## src/logic/tlrb_params.svh

```systemverilog
`ifndef TLRB_PARAMS_SVH
`define TLRB_PARAMS_SVH

// Pointer addresses of the registers held in this bank.
`define TLRB_OFS_LOCAL_HIGH      8'h00
`define TLRB_OFS_RMT_LOW_FRAC    8'h14
`define TLRB_OFS_LOCAL_FRAC      8'h15
`define TLRB_OFS_RMT_SHUT        8'h19
`define TLRB_OFS_LOCAL_SHUT      8'h20
`define TLRB_OFS_DEADBAND        8'h21
`define TLRB_OFS_FAULT_CFG       8'h22

// Reset values.
`define TLRB_RST_RMT_LOW_FRAC    8'h00
`define TLRB_RST_LOCAL_FRAC      8'h00
`define TLRB_RST_LOCAL_HIGH      8'h00
`define TLRB_RST_RMT_SHUT        8'h6C
`define TLRB_RST_LOCAL_SHUT      8'h55
`define TLRB_RST_DEADBAND        8'h0A
`define TLRB_RST_FAULT_CFG       8'h01

// Field positions.
`define TLRB_FRAC_MSB            7
`define TLRB_FRAC_LSB            4
`define TLRB_CFG_TIMEOUT_BIT     7
`define TLRB_CFG_COUNT_MSB       3
`define TLRB_CFG_COUNT_LSB       1

// Largest number of consecutive faults that can be asked for.
`define TLRB_FAULT_MAX           3'h4

`endif

```

## src/logic/tlrb_pkg.sv

```systemverilog
package tlrb_pkg;

   // Read-lock state of the local temperature byte pair.
   typedef enum logic [1:0] {
      TLRB_UNLOCKED   = 2'b00,
      TLRB_HIGH_FIRST = 2'b01,
      TLRB_LOW_FIRST  = 2'b10
   } tlrb_lock_t;

   // One finished conversion: 8-bit integer and 4-bit fraction.
   typedef struct packed {
      logic       done;
      logic [7:0] whole;
      logic [3:0] frac;
   } tlrb_conv_t;

   // Whole state of the bank.
   typedef struct packed {
      logic [7:0] rmt_low_frac;
      logic [7:0] local_frac;
      logic [7:0] local_high;
      logic [7:0] rmt_shut;
      logic [7:0] local_shut;
      logic [7:0] deadband;
      logic [7:0] fault_cfg;
      tlrb_lock_t lock;
      logic [2:0] fault_cnt;
      logic       local_hot;
      logic       rmt_hot;
      logic       shutdown;
      logic       alert;
      logic [7:0] rdata;
   } tlrb_state_t;

endpackage

```

## src/logic/tlrb_temp_limit_bank.sv

```systemverilog
`timescale 1ns/1ns
// Notes on behaviour
// - Bits 7..4 of the remote low-limit fraction byte are the sixteenth-degree part of the remote low limit and take part in the low-limit compare.
// - The local temperature fraction byte is read-only and its upper nibble holds the sixteenth-degree part of the local temperature.
// - Each finished local conversion loads the fraction byte unless that byte is locked.
// - Reading the high byte first freezes the low byte until the low byte is read.
// - Reading the low byte first freezes the high byte until the high byte is read.
// - Reading any other register drops the lock.
// - The remote shutdown limit is a whole-degree limit against the remote reading, reset 6Ch.
// - The local shutdown limit is a whole-degree limit against the local reading, reset 55h.
// - The deadband register is the whole-degree hysteresis of the shutdown output, reset 0Ah.
// - The fault config holds timeout enable at bit 7, fault count at bits 3..1, bit 0 resets to one.
// - Timeout enable at one turns the bus timeout on, at zero off.
// - The count field picks how many successive out-of-limit readings raise the warning.
`include "tlrb_params.svh"

module tlrb_temp_limit_bank
   import tlrb_pkg::*;
(
   // Clock and reset.
   input  wire logic       clk_i,
   input  wire logic       rst_n_i,
   // Pointer-addressed register port from the bus engine.
   input  wire logic       rd_en_i,
   input  wire logic       wr_en_i,
   input  wire logic [7:0] addr_i,
   input  wire logic [7:0] wdata_i,
   output logic      [7:0] rdata_o,
   // Conversion results and the remote low-limit whole degrees.
   input  wire tlrb_conv_t local_conv_i,
   input  wire tlrb_conv_t rmt_conv_i,
   input  wire logic [7:0] rmt_low_limit_int_i,
   // Status outputs.
   output logic            overtemp_shutdown_output_o,
   output logic            limit_warning_o,
   output logic            bus_timeout_enable_o
);

   localparam tlrb_state_t RST_STATE = '{
      rmt_low_frac: `TLRB_RST_RMT_LOW_FRAC,
      local_frac:   `TLRB_RST_LOCAL_FRAC,
      local_high:   `TLRB_RST_LOCAL_HIGH,
      rmt_shut:     `TLRB_RST_RMT_SHUT,
      local_shut:   `TLRB_RST_LOCAL_SHUT,
      deadband:     `TLRB_RST_DEADBAND,
      fault_cfg:    `TLRB_RST_FAULT_CFG,
      lock:         TLRB_UNLOCKED,
      fault_cnt:    3'h0,
      local_hot:    1'b0,
      rmt_hot:      1'b0,
      shutdown:     1'b0,
      alert:        1'b0,
      rdata:        8'h00
   };

   tlrb_state_t state_ff;
   tlrb_state_t nxt_state;

   logic       rd_high;
   logic       rd_low;
   logic       rmt_below;
   logic [2:0] fault_need;
   logic [2:0] cnt_field;
   logic       addr_mapped;

   // Pointers that hold a register here; any other pointer must read back
   // as zero, so a host probing a hole never sees stale data from a prior read.
   assign addr_mapped = (addr_i == `TLRB_OFS_LOCAL_HIGH)
      || (addr_i == `TLRB_OFS_RMT_LOW_FRAC)
      || (addr_i == `TLRB_OFS_LOCAL_FRAC)
      || (addr_i == `TLRB_OFS_RMT_SHUT)
      || (addr_i == `TLRB_OFS_LOCAL_SHUT)
      || (addr_i == `TLRB_OFS_DEADBAND)
      || (addr_i == `TLRB_OFS_FAULT_CFG);

   // Read decode of the two halves of the local reading.
   assign rd_high = rd_en_i && (addr_i == `TLRB_OFS_LOCAL_HIGH);
   assign rd_low  = rd_en_i && (addr_i == `TLRB_OFS_LOCAL_FRAC);

   // Remote reading against the low limit; whole degrees and bits 7..4 of the fraction byte count.
   assign rmt_below = {rmt_conv_i.whole, rmt_conv_i.frac}
      < {rmt_low_limit_int_i,
         state_ff.rmt_low_frac[`TLRB_FRAC_MSB:`TLRB_FRAC_LSB]};

   // Count codes 0,1,3,7 map to 1..4 as the number of set bits plus one.
   assign cnt_field  = state_ff.fault_cfg[`TLRB_CFG_COUNT_MSB:`TLRB_CFG_COUNT_LSB];
   assign fault_need = 3'(cnt_field[0]) + 3'(cnt_field[1]) + 3'(cnt_field[2])
      + 3'h1;

   // Hysteretic over-limit test; widened to nine bits so a reading plus deadband
   // above 255 cannot wrap and release the output too early.
   function automatic logic hot_next(input logic hot, input logic [7:0] temp,
                                     input logic [7:0] limit,
                                     input logic [7:0] band);
      logic [8:0] temp_plus;
      temp_plus = {1'b0, temp} + {1'b0, band};
      if (temp > limit) begin
         hot_next = 1'b1;
      end else if (temp_plus < {1'b0, limit}) begin
         hot_next = 1'b0;
      end else begin
         hot_next = hot;
      end
   endfunction

   // Next-state logic for the whole bank.
   always_comb begin
      nxt_state = state_ff;

      // Register writes; read-only bytes ignore writes.
      if (wr_en_i) begin
         unique case (addr_i)
            `TLRB_OFS_RMT_LOW_FRAC: nxt_state.rmt_low_frac = wdata_i;
            `TLRB_OFS_RMT_SHUT:     nxt_state.rmt_shut     = wdata_i;
            `TLRB_OFS_LOCAL_SHUT:   nxt_state.local_shut   = wdata_i;
            `TLRB_OFS_DEADBAND:     nxt_state.deadband     = wdata_i;
            `TLRB_OFS_FAULT_CFG:    nxt_state.fault_cfg    = wdata_i;
            default: ;
         endcase
      end

      // Lock tracking; a repeat read of the same half keeps the lock.
      if (rd_high) begin
         nxt_state.lock = (state_ff.lock == TLRB_LOW_FIRST) ? TLRB_UNLOCKED
                                                            : TLRB_HIGH_FIRST;
      end else if (rd_low) begin
         nxt_state.lock = (state_ff.lock == TLRB_HIGH_FIRST) ? TLRB_UNLOCKED
                                                             : TLRB_LOW_FIRST;
      end else if (rd_en_i) begin
         nxt_state.lock = TLRB_UNLOCKED;
      end

      // Updates are gated by the lock that holds after this cycle's read,
      // so a read and a conversion in one cycle never split a pair.
      if (local_conv_i.done) begin
         if (nxt_state.lock != TLRB_HIGH_FIRST) begin
            nxt_state.local_frac = {local_conv_i.frac, 4'h0};
         end
         if (nxt_state.lock != TLRB_LOW_FIRST) begin
            nxt_state.local_high = local_conv_i.whole;
         end
         nxt_state.local_hot = hot_next(state_ff.local_hot, local_conv_i.whole,
                                        state_ff.local_shut, state_ff.deadband);
      end

      // Remote channel: shutdown compare and consecutive low-limit faults.
      if (rmt_conv_i.done) begin
         nxt_state.rmt_hot = hot_next(state_ff.rmt_hot, rmt_conv_i.whole,
                                      state_ff.rmt_shut, state_ff.deadband);
         if (rmt_below) begin
            if (state_ff.fault_cnt != `TLRB_FAULT_MAX) begin
               nxt_state.fault_cnt = state_ff.fault_cnt + 3'h1;
            end
            nxt_state.alert = (state_ff.fault_cnt + 3'h1) >= fault_need;
         end else begin
            nxt_state.fault_cnt = 3'h0;
            nxt_state.alert     = 1'b0;
         end
      end
      nxt_state.shutdown = nxt_state.local_hot || nxt_state.rmt_hot;

      // Read data, one cycle after the strobe; unmapped pointers read zero.
      if (rd_en_i) begin
         unique case (addr_i)
            `TLRB_OFS_LOCAL_HIGH:   nxt_state.rdata = state_ff.local_high;
            `TLRB_OFS_RMT_LOW_FRAC: nxt_state.rdata = state_ff.rmt_low_frac;
            `TLRB_OFS_LOCAL_FRAC:   nxt_state.rdata = state_ff.local_frac;
            `TLRB_OFS_RMT_SHUT:     nxt_state.rdata = state_ff.rmt_shut;
            `TLRB_OFS_LOCAL_SHUT:   nxt_state.rdata = state_ff.local_shut;
            `TLRB_OFS_DEADBAND:     nxt_state.rdata = state_ff.deadband;
            `TLRB_OFS_FAULT_CFG:    nxt_state.rdata = state_ff.fault_cfg;
            default:                nxt_state.rdata = 8'h00;
         endcase
      end
   end

   // State register.
   always_ff @(posedge clk_i) begin
      if (!rst_n_i) begin
         state_ff <= RST_STATE;
      end else begin
         state_ff <= nxt_state;
      end
   end

   // Outputs come straight from the state register.
   assign rdata_o                    = state_ff.rdata;
   assign overtemp_shutdown_output_o = state_ff.shutdown;
   assign limit_warning_o            = state_ff.alert;
   assign bus_timeout_enable_o       = state_ff.fault_cfg[`TLRB_CFG_TIMEOUT_BIT];
endmodule
```

## config.mk

```make
export PLATFORM = sky130hd
export DESIGN_NAME = tlrb_temp_limit_bank
export DESIGN_NICKNAME = d
export VERILOG_FILES = /design/src/logic/tlrb_pkg.sv /design/src/logic/tlrb_temp_limit_bank.sv
export VERILOG_INCLUDE_DIRS = /design/src /design/src/logic
export SDC_FILE = /design/constraint.sdc
export NUM_CORES = 1
export LEC_CHECK = 0
export BUFFER_PORTS_ARGS = -buffer_cell sky130_fd_sc_hd__buf_2
export CAP_MARGIN = 20
export CELL_PAD_IN_SITES_DETAIL_PLACEMENT = 1
export CELL_PAD_IN_SITES_GLOBAL_PLACEMENT = 2
export CORE_MARGIN = 3
export CORE_UTILIZATION = 35
export DETAILED_ROUTE_END_ITERATION = 10
export PLACE_DENSITY = 0.91
export SYNTH_ARGS = -nofsm -noshare
export SYNTH_HDL_FRONTEND = slang
export SYNTH_SLANG_ARGS = --single-unit
```

## constraint.sdc

```tcl
create_clock -name clk_i -period 3.6 [get_ports clk_i]
set_input_delay 0.18 -clock clk_i [delete_from_list [all_inputs] [get_ports clk_i]]
set_output_delay 0.18 -clock clk_i [all_outputs]
set_load 0.01 [all_outputs]
```

# Word-level counts from Yosys, hierarchy flattened
# Cells that the tools add are included.
[totals]
input_bits = 54
rom_bits = 0
mem_count = 0
latch_bits = 0
output_inout_bits = 11
wordCells = 65
ff_bits = 69
ramBits = 0
[op_classes]
eq_ne = 12
shifts = 0
add_sub_neg = 6
n_reduce_logical = 12
n_div = 0
bitwise = 0
mux = 15
n_mul = 0
magnitude_cmp = 6
[ops]
columns = ["cell", "n"]
rows = [
  ["$pmux 8 s7", 1],
  ["$eq 8x5->1 const B", 3],
  ["$eq 8x6->1 const B", 3],
  ["$add 8x8->9", 2],
  ["$lt 9x8->1", 2],
  ["$gt 8x8->1", 2],
  ["$reduce_and 2->1", 8],
  ["$lt 12x12->1", 1],
  ["$logic_not 8->1", 1],
  ["$mux 1", 8],
  ["$mux 2", 4],
  ["$add 3x1->3 const B", 2],
  ["$mux 3", 2],
  ["$ne 2x1->1 const B", 2],
  ["$add 2x1->3", 1],
  ["$ge 3x3->1", 1],
  ["$ne 3x3->1 const B", 1],
  ["$add 1x1->2", 1],
  ["$eq 2x1->1 const B", 1],
  ["$eq 2x2->1 const B", 1],
  ["$logic_and 1x1->1", 2],
  ["$ne 2x2->1 const B", 1],
  ["$logic_or 1x1->1", 1],
]

# Depth between registers and ports, before layout
# Gate-level depths: netlist of the first run.
[depth]
word_depth = 6
mapped_depth = 15
depth_no_buf = 15

# Worst setup path before layout of the first run
# No wires, ideal clock.
[synth_timing]
kind = "register to register"
from = "register state_ff[25] (netlist name)"
to = "register state_ff (netlist bit overtemp_shutdown_output_o)"
setup_ns = 0.139
period_less_slack_ns = 2.701
path_buffers = 0
stages_incl_launch_ff = 16
required_time_ns = 3.461
path_slack_ns = 0.899
arrival_time_ns = 2.562
cell_sequence = "dfxtp_1 -> ha_1 -> inv_1 -> fa_1 -> nor2b_1 -> nor3_1 -> o21bai_1 -> a21oi_1 -> xnor2_1 -> ha_1 -> a21oi_1 -> o211ai_1 -> and3_1 -> o21ai_0 -> o211a_1 -> a41oi_1"
[synth_between]
elab_chain_len = 6
elab_cells_between_ends = 11
classes_between = "add/sub: 2; order compare: 2; mux: 6; reduce/logical: 1"
[synth_lines]
columns = ["item", "line_no", "text"]
rows = [
  ["start: declaration", "tlrb_temp_limit_bank.sv:56", "tlrb_state_t state_ff;"],
  ["start signal: assignment", "tlrb_temp_limit_bank.sv:182", "state_ff <= nxt_state;"],
  ["$add 8x8->9", "tlrb_temp_limit_bank.sv:96", "temp_plus = {1'b0, temp} + {1'b0, band};"],
  ["$lt 9x8->1", "tlrb_temp_limit_bank.sv:99", "end else if (temp_plus < {1'b0, limit}) begin"],
  ["$mux 1", "tlrb_temp_limit_bank.sv:99", ""],
  ["$mux 1", "tlrb_temp_limit_bank.sv:97", "if (temp > limit) begin"],
  ["$mux 1 (on tied branches)", "tlrb_temp_limit_bank.sv:135, tlrb_temp_limit_bank.sv:147", ""],
  ["$logic_or 1x1->1 *", "tlrb_temp_limit_bank.sv:160", "nxt_state.shutdown = nxt_state.local_hot || nxt_state.rmt_hot;"],
]
# Every way passes the cells marked *; elsewhere a longest branch is shown, timed or not.
# A chain may end at the register's enable or synchronous reset.

# Final worst setup path of the first run
# Same ends and word-level chain as after synthesis.

==> qor.csv, run 1 <==
metric,value,unit
required,3.80,ns
core_area,13400,um2
die-area,15300,um2
whs,0.0606,ns
placed_cells,811,
yosysUniqueCellTypes,61,
synth_top_area_share,28.4,%
dr.pass1.iters,4,
path_clk_slew,0.06,ns
synth_area,4860,um2
syn_nets,719,
tightest_slew,0.826,ns
setup_viol,0,
synth-adder-area-share,17.6,%
arrival,3.38,ns
routed_wl,16.0,mm
synthMuxAreaShare,4.74,%
ys_ff_latch,69,
synth_async_sr_flop_share,0,%
synth_xor_xnor_area_share,2.16,%
tns,0,ns
synth_top_family_by_area,simple AND/OR/NAND/NOR gates,
cts_max_level,3,
max_slew_margin,44.6,%
maxCapViolations,0,
cts_hold_buf,0,
antenna_found_initial,0,
place_congestion,0.934,
die_w,124,um
portBuffers,64,
drv_slew,0,
grt_first_pass_wirelength,25.2,mm
worst-path-max-fanout,4,
grt_max_degree,42,
yosysMostFrequentCell,nand2_1,
drive_gt1_share,14.2,%
netlist_top_cells_count,"nand2_1 (74), dfxtp_1 (69), ha_1 (65)",
cts_buffer_depth,2,
period_needed,3.19,ns
critPathCaptureType,flip-flop,
fin_total_pwr,1.94,mW
remaining_drc_errors,0,
hpwl,12.5,mm
insertion_delay,0.34,ns
period_share,88.5,%
final_cell_count_no_fill,826,
drt.antenna.violating_nets,0,
numCtsBuffers,9,
grt_usage,21.4,%
n_fill_cell,1657,
final_core_util,41.2,%
crit_type,flip-flop to flip-flop,
syn-instance-count,598,
post_cts_resized,0,
boundaryPins,65,
power_density,351,nW/um2
synth_top_cells_by_area,"dfxtp_1 (28%), ha_1 (17%), nand2_1 (5.7%)",
synth-simple-area-share,20.6,%
cp-start-kind,flip-flop,
synth.yosys.seq_area_share,28.4,%
clockRootBuffer,clkbuf_16,
fin_nets,767,
hold_path.class,input port to flip-flop,
ys_warn_count,0,
cts_tree,yes,
num_vias,4625,
yosysTopAreaCell,dfxtp_1,
drt_iter0_drc,270,
post-cts-setup-buffers,0,
post_drt_via_cell_ratio,5.60,
rows,42,
wl_per_cell,19.4,um
clock-sinks,69,
layout_setup_ws,0.415,ns
post_dp_cell_area,5240,um2
avgSynthCellArea,8.12,um2
final_area,5520,um2
area_growth,13.7,%
pre_cts_ws,0.490,ns
overflow,0,
leakagePower,2.47,nW
synth-edff-count,0,
start_util,36.2,%
clock.fmax,314,MHz
synth_ff_type,dfxtp_1,
diodes,0,
finClkSkew,0.00637,ns
hold_violations,0,
die_y,124,um
rsz0062_at_grt,no,
synth-compound-area-share,18.9,%
grt_pass1_vias,4777,
outcome,"finished, final reports clean",
vdd_drop_max,0.204,mV
==> cell usage in the layout (no fill, tap or decap), types with 3 or more instances in the layout <==
cell type / count
nand2_1: 74
dfxtp_1: 69
ha_1: 65
buf_2: 64
nand3_1: 50
inv_1: 49
o21ai_0: 41
nor2_1: 38
a21oi_1: 36
mux2i_1: 23
xnor2_1: 11
clkbuf_16: 9
o211ai_1: 7
nand4_1: 7
nor2b_1: 6
a21o_1: 6
nand2b_1: 6
a22oi_1: 6
a221oi_1: 6
a211oi_1: 5
nor3_1: 4
o21ai_1: 4
o21bai_1: 3
and3_1: 3
nor3_2: 3
a211o_1: 3
a32o_1: 3
clkbuf_8: 3
buf_4: 3
==> logic make-up after synthesis <==
kind of cell	after synthesis
compound gates	143
xor+xnor	12
fa+ha+maj	67
buf+inv	80
flops	69
mux	23
simple gates	204
==> final cells by class <==
cell class | count | area [um2] | area share, %
clock buffer | 14 | 274 | 4.96
multi-input combinational | 449 | 3110 | 56.3
tap | 176 | 220 | 3.99
inverter | 50 | 188 | 3.40
sequential | 69 | 1380 | 25.0
timing repair buffer | 67 | 343 | 6.21
clock inverter | 1 | 5.00 | 0.0907
==> critical path: stages, from the launching register on <==
cell and delay [ns]:
dfxtp_1 0.41, ha_1 0.22, inv_1 0.07, fa_1 0.40
nor2b_1 0.18, nor3_1 0.08, o21bai_1 0.17, a21oi_1 0.12
xnor2_1 0.14, ha_1 0.30, a21oi_1 0.17, o21ai_0 0.11
and3_1 0.19, o21ai_0 0.15, o211a_1 0.22, a41oi_1 0.12
==> per-layer routing <==
metal,track usage (%),part of all wire (%)
met2,36.7,49
met5,0,0
met4,6.64,2.3
met1,27.4,44
met3,3.68,4.3
==> sequential cells by signal (all words and copies together), names as in the netlist <==
name and cells:
overtemp_shutdown_output_o 1, state_ff 55, limit_warning_o 1, rdata_o 8, cnt_field 3, bus_timeout_enable_o 1
==> worst paths after layout <==
check / end / depth (start not counted) / slack [ns] / startpoint
worst max register to register: overtemp_shutdown_output_o / 15 / 0.41 / state_ff[25]
worst min-delay path: state_ff[64] / 3 / 0.06 / local_conv_i[3]
worst min register to register: rdata_o[1] / 2 / 0.44 / rdata_o[1]
worst max-delay path: overtemp_shutdown_output_o / 15 / 0.41 / state_ff[25]
==> where the power goes <==
part / total, mW / leakage [nW] / internal, mW / switching [mW]
logic: 0.294 / 1.77 / 0.113 / 0.181
clock network: 0.849 / 0.139 / 0.518 / 0.330
registers: 0.792 / 0.560 / 0.780 / 0.0119
Power figures use the tool's default switching activity.
==> run 2, diff against run 1 <==
Settings changed: REMOVE_ABC_BUFFERS from default to 1.
==> run 2 against run 1 <==
  * Hold slack improved by 0.00053 ns
  * Sequential share of layout area decreased by 0.20 points
  * Routed wire length down 3.2%
  * Combinational power decreased by 3%
  * Clock-buffer cell count decreased by 3
  * Sequential power hardly changed
  * First-iteration DRC count is 26% lower
  * Non-clock buffer count increased by 1
  * Flip-flop and latch count is the same
  * Clock power rose by 12%
  * Maximum frequency up 0.62%
  * Critical path type unchanged
  * Largest power group unchanged
==> qor.csv, run 2 (synthesized netlist as in run 1, its figures left out) <==
metric,value,unit,change
hold_path.class,input port to flip-flop,,
cts_hold_buf,0,,unchanged
die_w,124,um,unchanged
remaining_drc_errors,0,,unchanged
placed_cells,812,,+0.12%
multi_input_area,3110,um2,unchanged
clock-sinks,69,,unchanged
portBuffers,64,,unchanged
gr-usage-met3,3.04,%,-0.64 points
regArea,1380,um2,unchanged
routed_wl,15.5,mm,-3.2%
period_share,87.9,%,-0.55 points
grt_usage,21.1,%,-0.30 points
cts_buffer_depth,2,,unchanged
numCtsBuffers,9,,unchanged
max_slew_margin,53.3,%,+8.6 points
fin_nets,768,,+0.13%
fin_total_pwr,2.03,mW,+4.9%
drive_gt1_share,14.4,%,+0.29 points
reg2reg_depth,15,,unchanged
rsz0062_at_grt,no,,
final_common_cell,nand2_1,,
path_clk_slew,0.06,ns,about the same
most-common-layout-cells,"nand2_1 (74), dfxtp_1 (69), ha_1 (65)",,
overflow,0,,unchanged
tns,0,ns,unchanged
num_vias,4539,,-1.9%
die-area,15300,um2,unchanged
hold_violations,0,,unchanged
p_sw,0.519,mW,-0.94%
drv_slew,0,,unchanged
min_path_cells,3,,unchanged
die_y,124,um,unchanged
rows,42,,unchanged
leakagePower,2.49,nW,+0.74%
cts_max_level,3,,unchanged
post_cts_resized,0,,unchanged
post_dp_cell_area,5250,um2,+0.14%
final_area,5560,um2,+0.79%
n_fill_cell,1621,,-2.2%
insertion_delay,0.33,ns,about the same
worst-path-max-fanout,4,,unchanged
top_register,state_ff,,
grt_first_pass_wirelength,24.9,mm,-1.0%
hpwl,12.3,mm,-1.9%
largest_register_ff_count,55,,unchanged
rr_endpoint,overtemp_shutdown_output_o,,
grt.busiest_layer,met2,,
drt.antenna.violating_nets,0,,unchanged
drt_iter0_drc,201,,-26%
tightest_slew,0.697,ns,-0.129 ns
sequentialPowerShare,39.0,%,-1.9 points
dr.pass1.iters,5,,+1
required,3.80,ns,about the same
regToRegSetupSlack,0.43,ns,+0.02 ns
grt_max_degree,42,,unchanged
outcome,"finished, final reports clean",,
final_cell_count_no_fill,827,,+0.12%
vdd_drop_max,0.258,mV,+27%
clock_power_share,47.0,%,+3.1 points
startpoint,state_ff[25],,
setup_viol,0,,unchanged
crit_end,overtemp_shutdown_output_o,,
met1_usage,27.4,%,-0.061 points
wl_per_cell,18.8,um,-3.3%
boundaryPins,65,,unchanged
start_util,36.2,%,unchanged
critPathCaptureType,flip-flop,,
clock.fmax,316,MHz,+0.62%
post_drt_via_cell_ratio,5.49,,-2.0%
p_int,1.51,mW,+7.1%
period_needed,3.17,ns,-0.0198 ns
finClkSkew,0.00348,ns,-0.00289 ns
arrival,3.36,ns,-0.02 ns
diodes,0,,unchanged
antenna_found_initial,0,,unchanged
crit_type,flip-flop to flip-flop,,
power_density,365,nW/um2,+4.1%
hold_start,local_conv_i[3],,
netSwitchingFraction,25.5,%,-1.5 points
core_area,13400,um2,unchanged
maxCapViolations,0,,unchanged
grt_pass1_vias,4727,,-1.0%
area_growth,14.6,%,
r2r-start,state_ff[25],,
post-cts-setup-buffers,0,,unchanged
clockRootBuffer,clkbuf_16,,
place_congestion,0.889,,-4.8%
cp-start-kind,flip-flop,,
grtUsageMet2,36.3,%,-0.41 points
p_comb_share,14.0,%,-1.2 points
cts_tree,yes,,
## run 2: cell count changes in the layout (fill, tap and decap cells not counted), sizes merged
| cell | delta |
|---|---|
| clkinvlp | +1 |
| buf | +1 |
| bufinv | +2 |
| clkbuf | -3 |
## run 2: routing by layer
layer / up-vias / part of all wire [%]
li1: 2225 / -
met1: 2181 / 45
met2: 114 / 49
met3: 19 / 4.3
met4: 0 / 1.8
met5: - / 0
## run 2: worst min-delay path by stage
stage	end	slack, ns
after floorplan	state_ff[17]	0.24
after global placement	state_ff[63]	0.40
after detailed placement	state_ff[64]	0.40
after CTS	state_ff[64]	0.06
after global routing	state_ff[61]	0.08
final	state_ff[64]	0.06
## run 2: critical path: stages, from the launching register on
cell	delay, ns
dfxtp_1	0.40
ha_1	0.20
inv_1	0.06
fa_1	0.40
nor2b_1	0.17
nor3_1	0.08
o21bai_1	0.14
a21oi_1	0.11
xnor2_1	0.14
ha_1	0.30
a21oi_1	0.19
o21ai_0	0.12
and3_1	0.19
o21ai_0	0.17
o211a_1	0.25
a41oi_1	0.13
## run 2: layout make-up
| cell class | instances | area share [%] |
|---|---|---|
| clock buffer | 11 | 4.36 |
| multi-input combinational | 449 | 55.9 |
| inverter | 50 | 3.37 |
| clock inverter | 4 | 1.30 |
| sequential | 69 | 24.8 |
| tap | 176 | 3.96 |
| timing repair buffer | 68 | 6.30 |
## run 2: power by group through the flow
stage	Clock, mW	Sequential [mW]	Combinational [mW]
after floorplan	0	0.805	0.155
after global placement	0	0.807	0.270
after detailed placement	0	0.808	0.285
after CTS	0.965	0.791	0.287
after global routing	1.01	0.793	0.324
final	0.954	0.792	0.285
## run 2: per-stage QoR
| step | util, % | setup WS, ns | hold slack, ns |
|---|---|---|---|
| final | 41.5 | 0.434 | 0.0611 |
| after CTS | 41.5 | 0.427 | 0.0596 |
| after detailed placement | 39.2 | 0.452 | 0.404 |
| after global routing | 41.5 | 0.226 | 0.0821 |
| after floorplan | - | 0.888 | 0.242 |
| after global placement | 39.2 | 0.627 | 0.400 |
==> run 3, diff against run 2 <==
Settings changed: PLACE_DENSITY 0.91 to default, PLACE_DENSITY_LB_ADDON from default to 0.25.
==> run 3 against run 2 <==
  * Flip-flop and latch count is the same
  * Cell area shrank 0.13%
  * Total power shrank 0.68%
  * Via count shrank 1.4%
  * Sequential power is essentially flat
  * Cell count grew 0.12%
  * Critical path depth is the same
==> qor.csv, run 3 (synthesized netlist as in run 1, its figures left out) <==
metric,value,unit,change
maxCapViolations,0,,unchanged
rsz0062_at_grt,no,,
post_cts_resized,0,,unchanged
grt_pass1_vias,4509,,-4.6%
drt-met1-wl,7.48,mm,+7.0%
clockRootBuffer,clkbuf_16,,
grt_max_degree,42,,unchanged
period_needed,3.06,ns,-0.110 ns
setup_viol,0,,unchanged
clock-sinks,69,,unchanged
post_drt_via_cell_ratio,5.40,,-1.6%
core_area,13400,um2,unchanged
drive_gt1_share,14.4,%,-0.022 points
top_register,state_ff,,
period_share,84.9,%,-3.0 points
tns,0,ns,unchanged
drv_slew,0,,unchanged
hold_violations,0,,unchanged
largest_register_ff_count,55,,unchanged
finClkSkew,0.00783,ns,+0.00436 ns
wl_per_cell,18.8,um,+0.41%
highest_layer,met4,,
crit_type,flip-flop to flip-flop,,
n_fill_cell,1659,,+2.3%
drt_iter0_drc,199,,-1.0%
p_comb_share,14.2,%,+0.2 points
final_core_util,41.5,%,-0.056 points
cts_buffer_depth,2,,unchanged
max_slew_margin,49.4,%,-3.9 points
cts_tree,yes,,
wl_met3,514,um,-24%
cts_hold_buf,0,,unchanged
start_util,36.2,%,unchanged
arrival,3.25,ns,-0.11 ns
p_int,1.50,mW,-1.1%
remaining_drc_errors,0,,unchanged
hold_path.class,input port to flip-flop,,
leakagePower,2.49,nW,about the same
routed_wl,15.6,mm,+0.53%
vdd_drop_max,0.252,mV,-2.2%
post-cts-setup-buffers,0,,unchanged
clock_power_share,46.5,%,-0.5 points
wl_met2,7.48,mm,-1.3%
dr.pass1.iters,4,,-1
drt.antenna.violating_nets,0,,unchanged
final_area,5560,um2,-0.13%
critPathCaptureType,flip-flop,,
worst-path-max-fanout,4,,unchanged
power_density,363,nW/um2,-0.55%
rows,42,,unchanged
post_dp_cell_area,5250,um2,unchanged
required,3.80,ns,about the same
antenna_found_initial,0,,unchanged
cts_max_level,3,,unchanged
place_congestion,0.806,,-9.3%
boundaryPins,65,,unchanged
die-area,15300,um2,unchanged
grt_usage,20.9,%,-0.21 points
area_growth,14.4,%,
clock.fmax,327,MHz,+3.6%
final_common_cell,nand2_1,,
num_vias,4474,,-1.4%
cp-start-kind,flip-flop,,
p_sw,0.522,mW,+0.65%
fin_nets,768,,unchanged
path_clk_slew,0.06,ns,about the same
outcome,"finished, final reports clean",,
whs,0.0639,ns,+0.00274 ns
hpwl,12.3,mm,+0.31%
overflow,0,,unchanged
sequentialPowerShare,39.3,%,+0.3 points
die_w,124,um,unchanged
tightest_slew,0.755,ns,+0.0578 ns
netSwitchingFraction,25.9,%,+0.34 points
portBuffers,64,,unchanged
die_y,124,um,unchanged
most-common-layout-cells,"nand2_1 (74), dfxtp_1 (69), ha_1 (65)",,
insertion_delay,0.33,ns,about the same
diodes,0,,unchanged
grt_first_pass_wirelength,24.5,mm,-1.5%
numCtsBuffers,9,,unchanged
-- run 3: changes by cell type in the layout (fill, tap and decap cells not counted) --
cell        change
clkinv_2        +2
clkbuf_1        +1
clkbuf_8        -1
clkinvlp_4      -1
-- run 3: critical path, stage by stage (launching register included) --
cell and delay [ns]:
dfxtp_1 0.40, ha_1 0.19, inv_1 0.05, fa_1 0.40, nor2b_1 0.17, nor3_1 0.09
o21bai_1 0.14, a21oi_1 0.11, xnor2_1 0.14, ha_1 0.30, a21oi_1 0.16, o21ai_0 0.11
and3_1 0.18, o21ai_0 0.14, o211a_1 0.22, a41oi_1 0.12
-- run 3: routing by layer --
metal,global-route usage (%),vias to the layer above
li1,-,2221
met1,28.3,2178
met2,35.2,65
met3,3.81,10
met4,3.74,0
met5,0,-
-- run 3: layout make-up --
class | instances | area, um2 | area share (%)
Multi-Input combinational cell | 449 | 3110 | 56.0
Tap cell | 176 | 220 | 3.96
Clock buffer | 11 | 233 | 4.19
Timing Repair Buffer | 68 | 350 | 6.30
Sequential cell | 69 | 1380 | 24.9
Inverter | 50 | 188 | 3.38
Clock inverter | 5 | 75.1 | 1.35
-- run 3: power groups by stage --
stage	sequential (mW)	clock (mW)	combinational [mW]
2_1_floorplan	0.805	0	0.155
3_3_place_gp	0.808	0	0.277
3_5_place_dp	0.808	0	0.286
4_1_cts	0.792	0.958	0.289
5_1_grt	0.794	0.985	0.322
6_report	0.792	0.939	0.286
-- run 3: per-stage QoR --
step / instances / total power [mW] / setup WS [ns]
2_1_floorplan: 568 / 0.960 / 0.888
3_5_place_dp: 812 / 1.09 / 0.533
4_1_cts: 828 / 2.04 / 0.524
3_3_place_gp: 812 / 1.08 / 0.651
5_1_grt: 828 / 2.10 / 0.334
6_report: 828 / 2.02 / 0.544
-- run 3: path summary, 6_finish.rpt --
kind                                 to  cells past startpoint  slack (ns)       startpoint
max          overtemp_shutdown_output_o                     15        0.54     state_ff[25]
min                        state_ff[62]                      3        0.06  local_conv_i[1]
max reg2reg  overtemp_shutdown_output_o                     15        0.54     state_ff[25]
min reg2reg                  rdata_o[7]                      2        0.45       rdata_o[7]
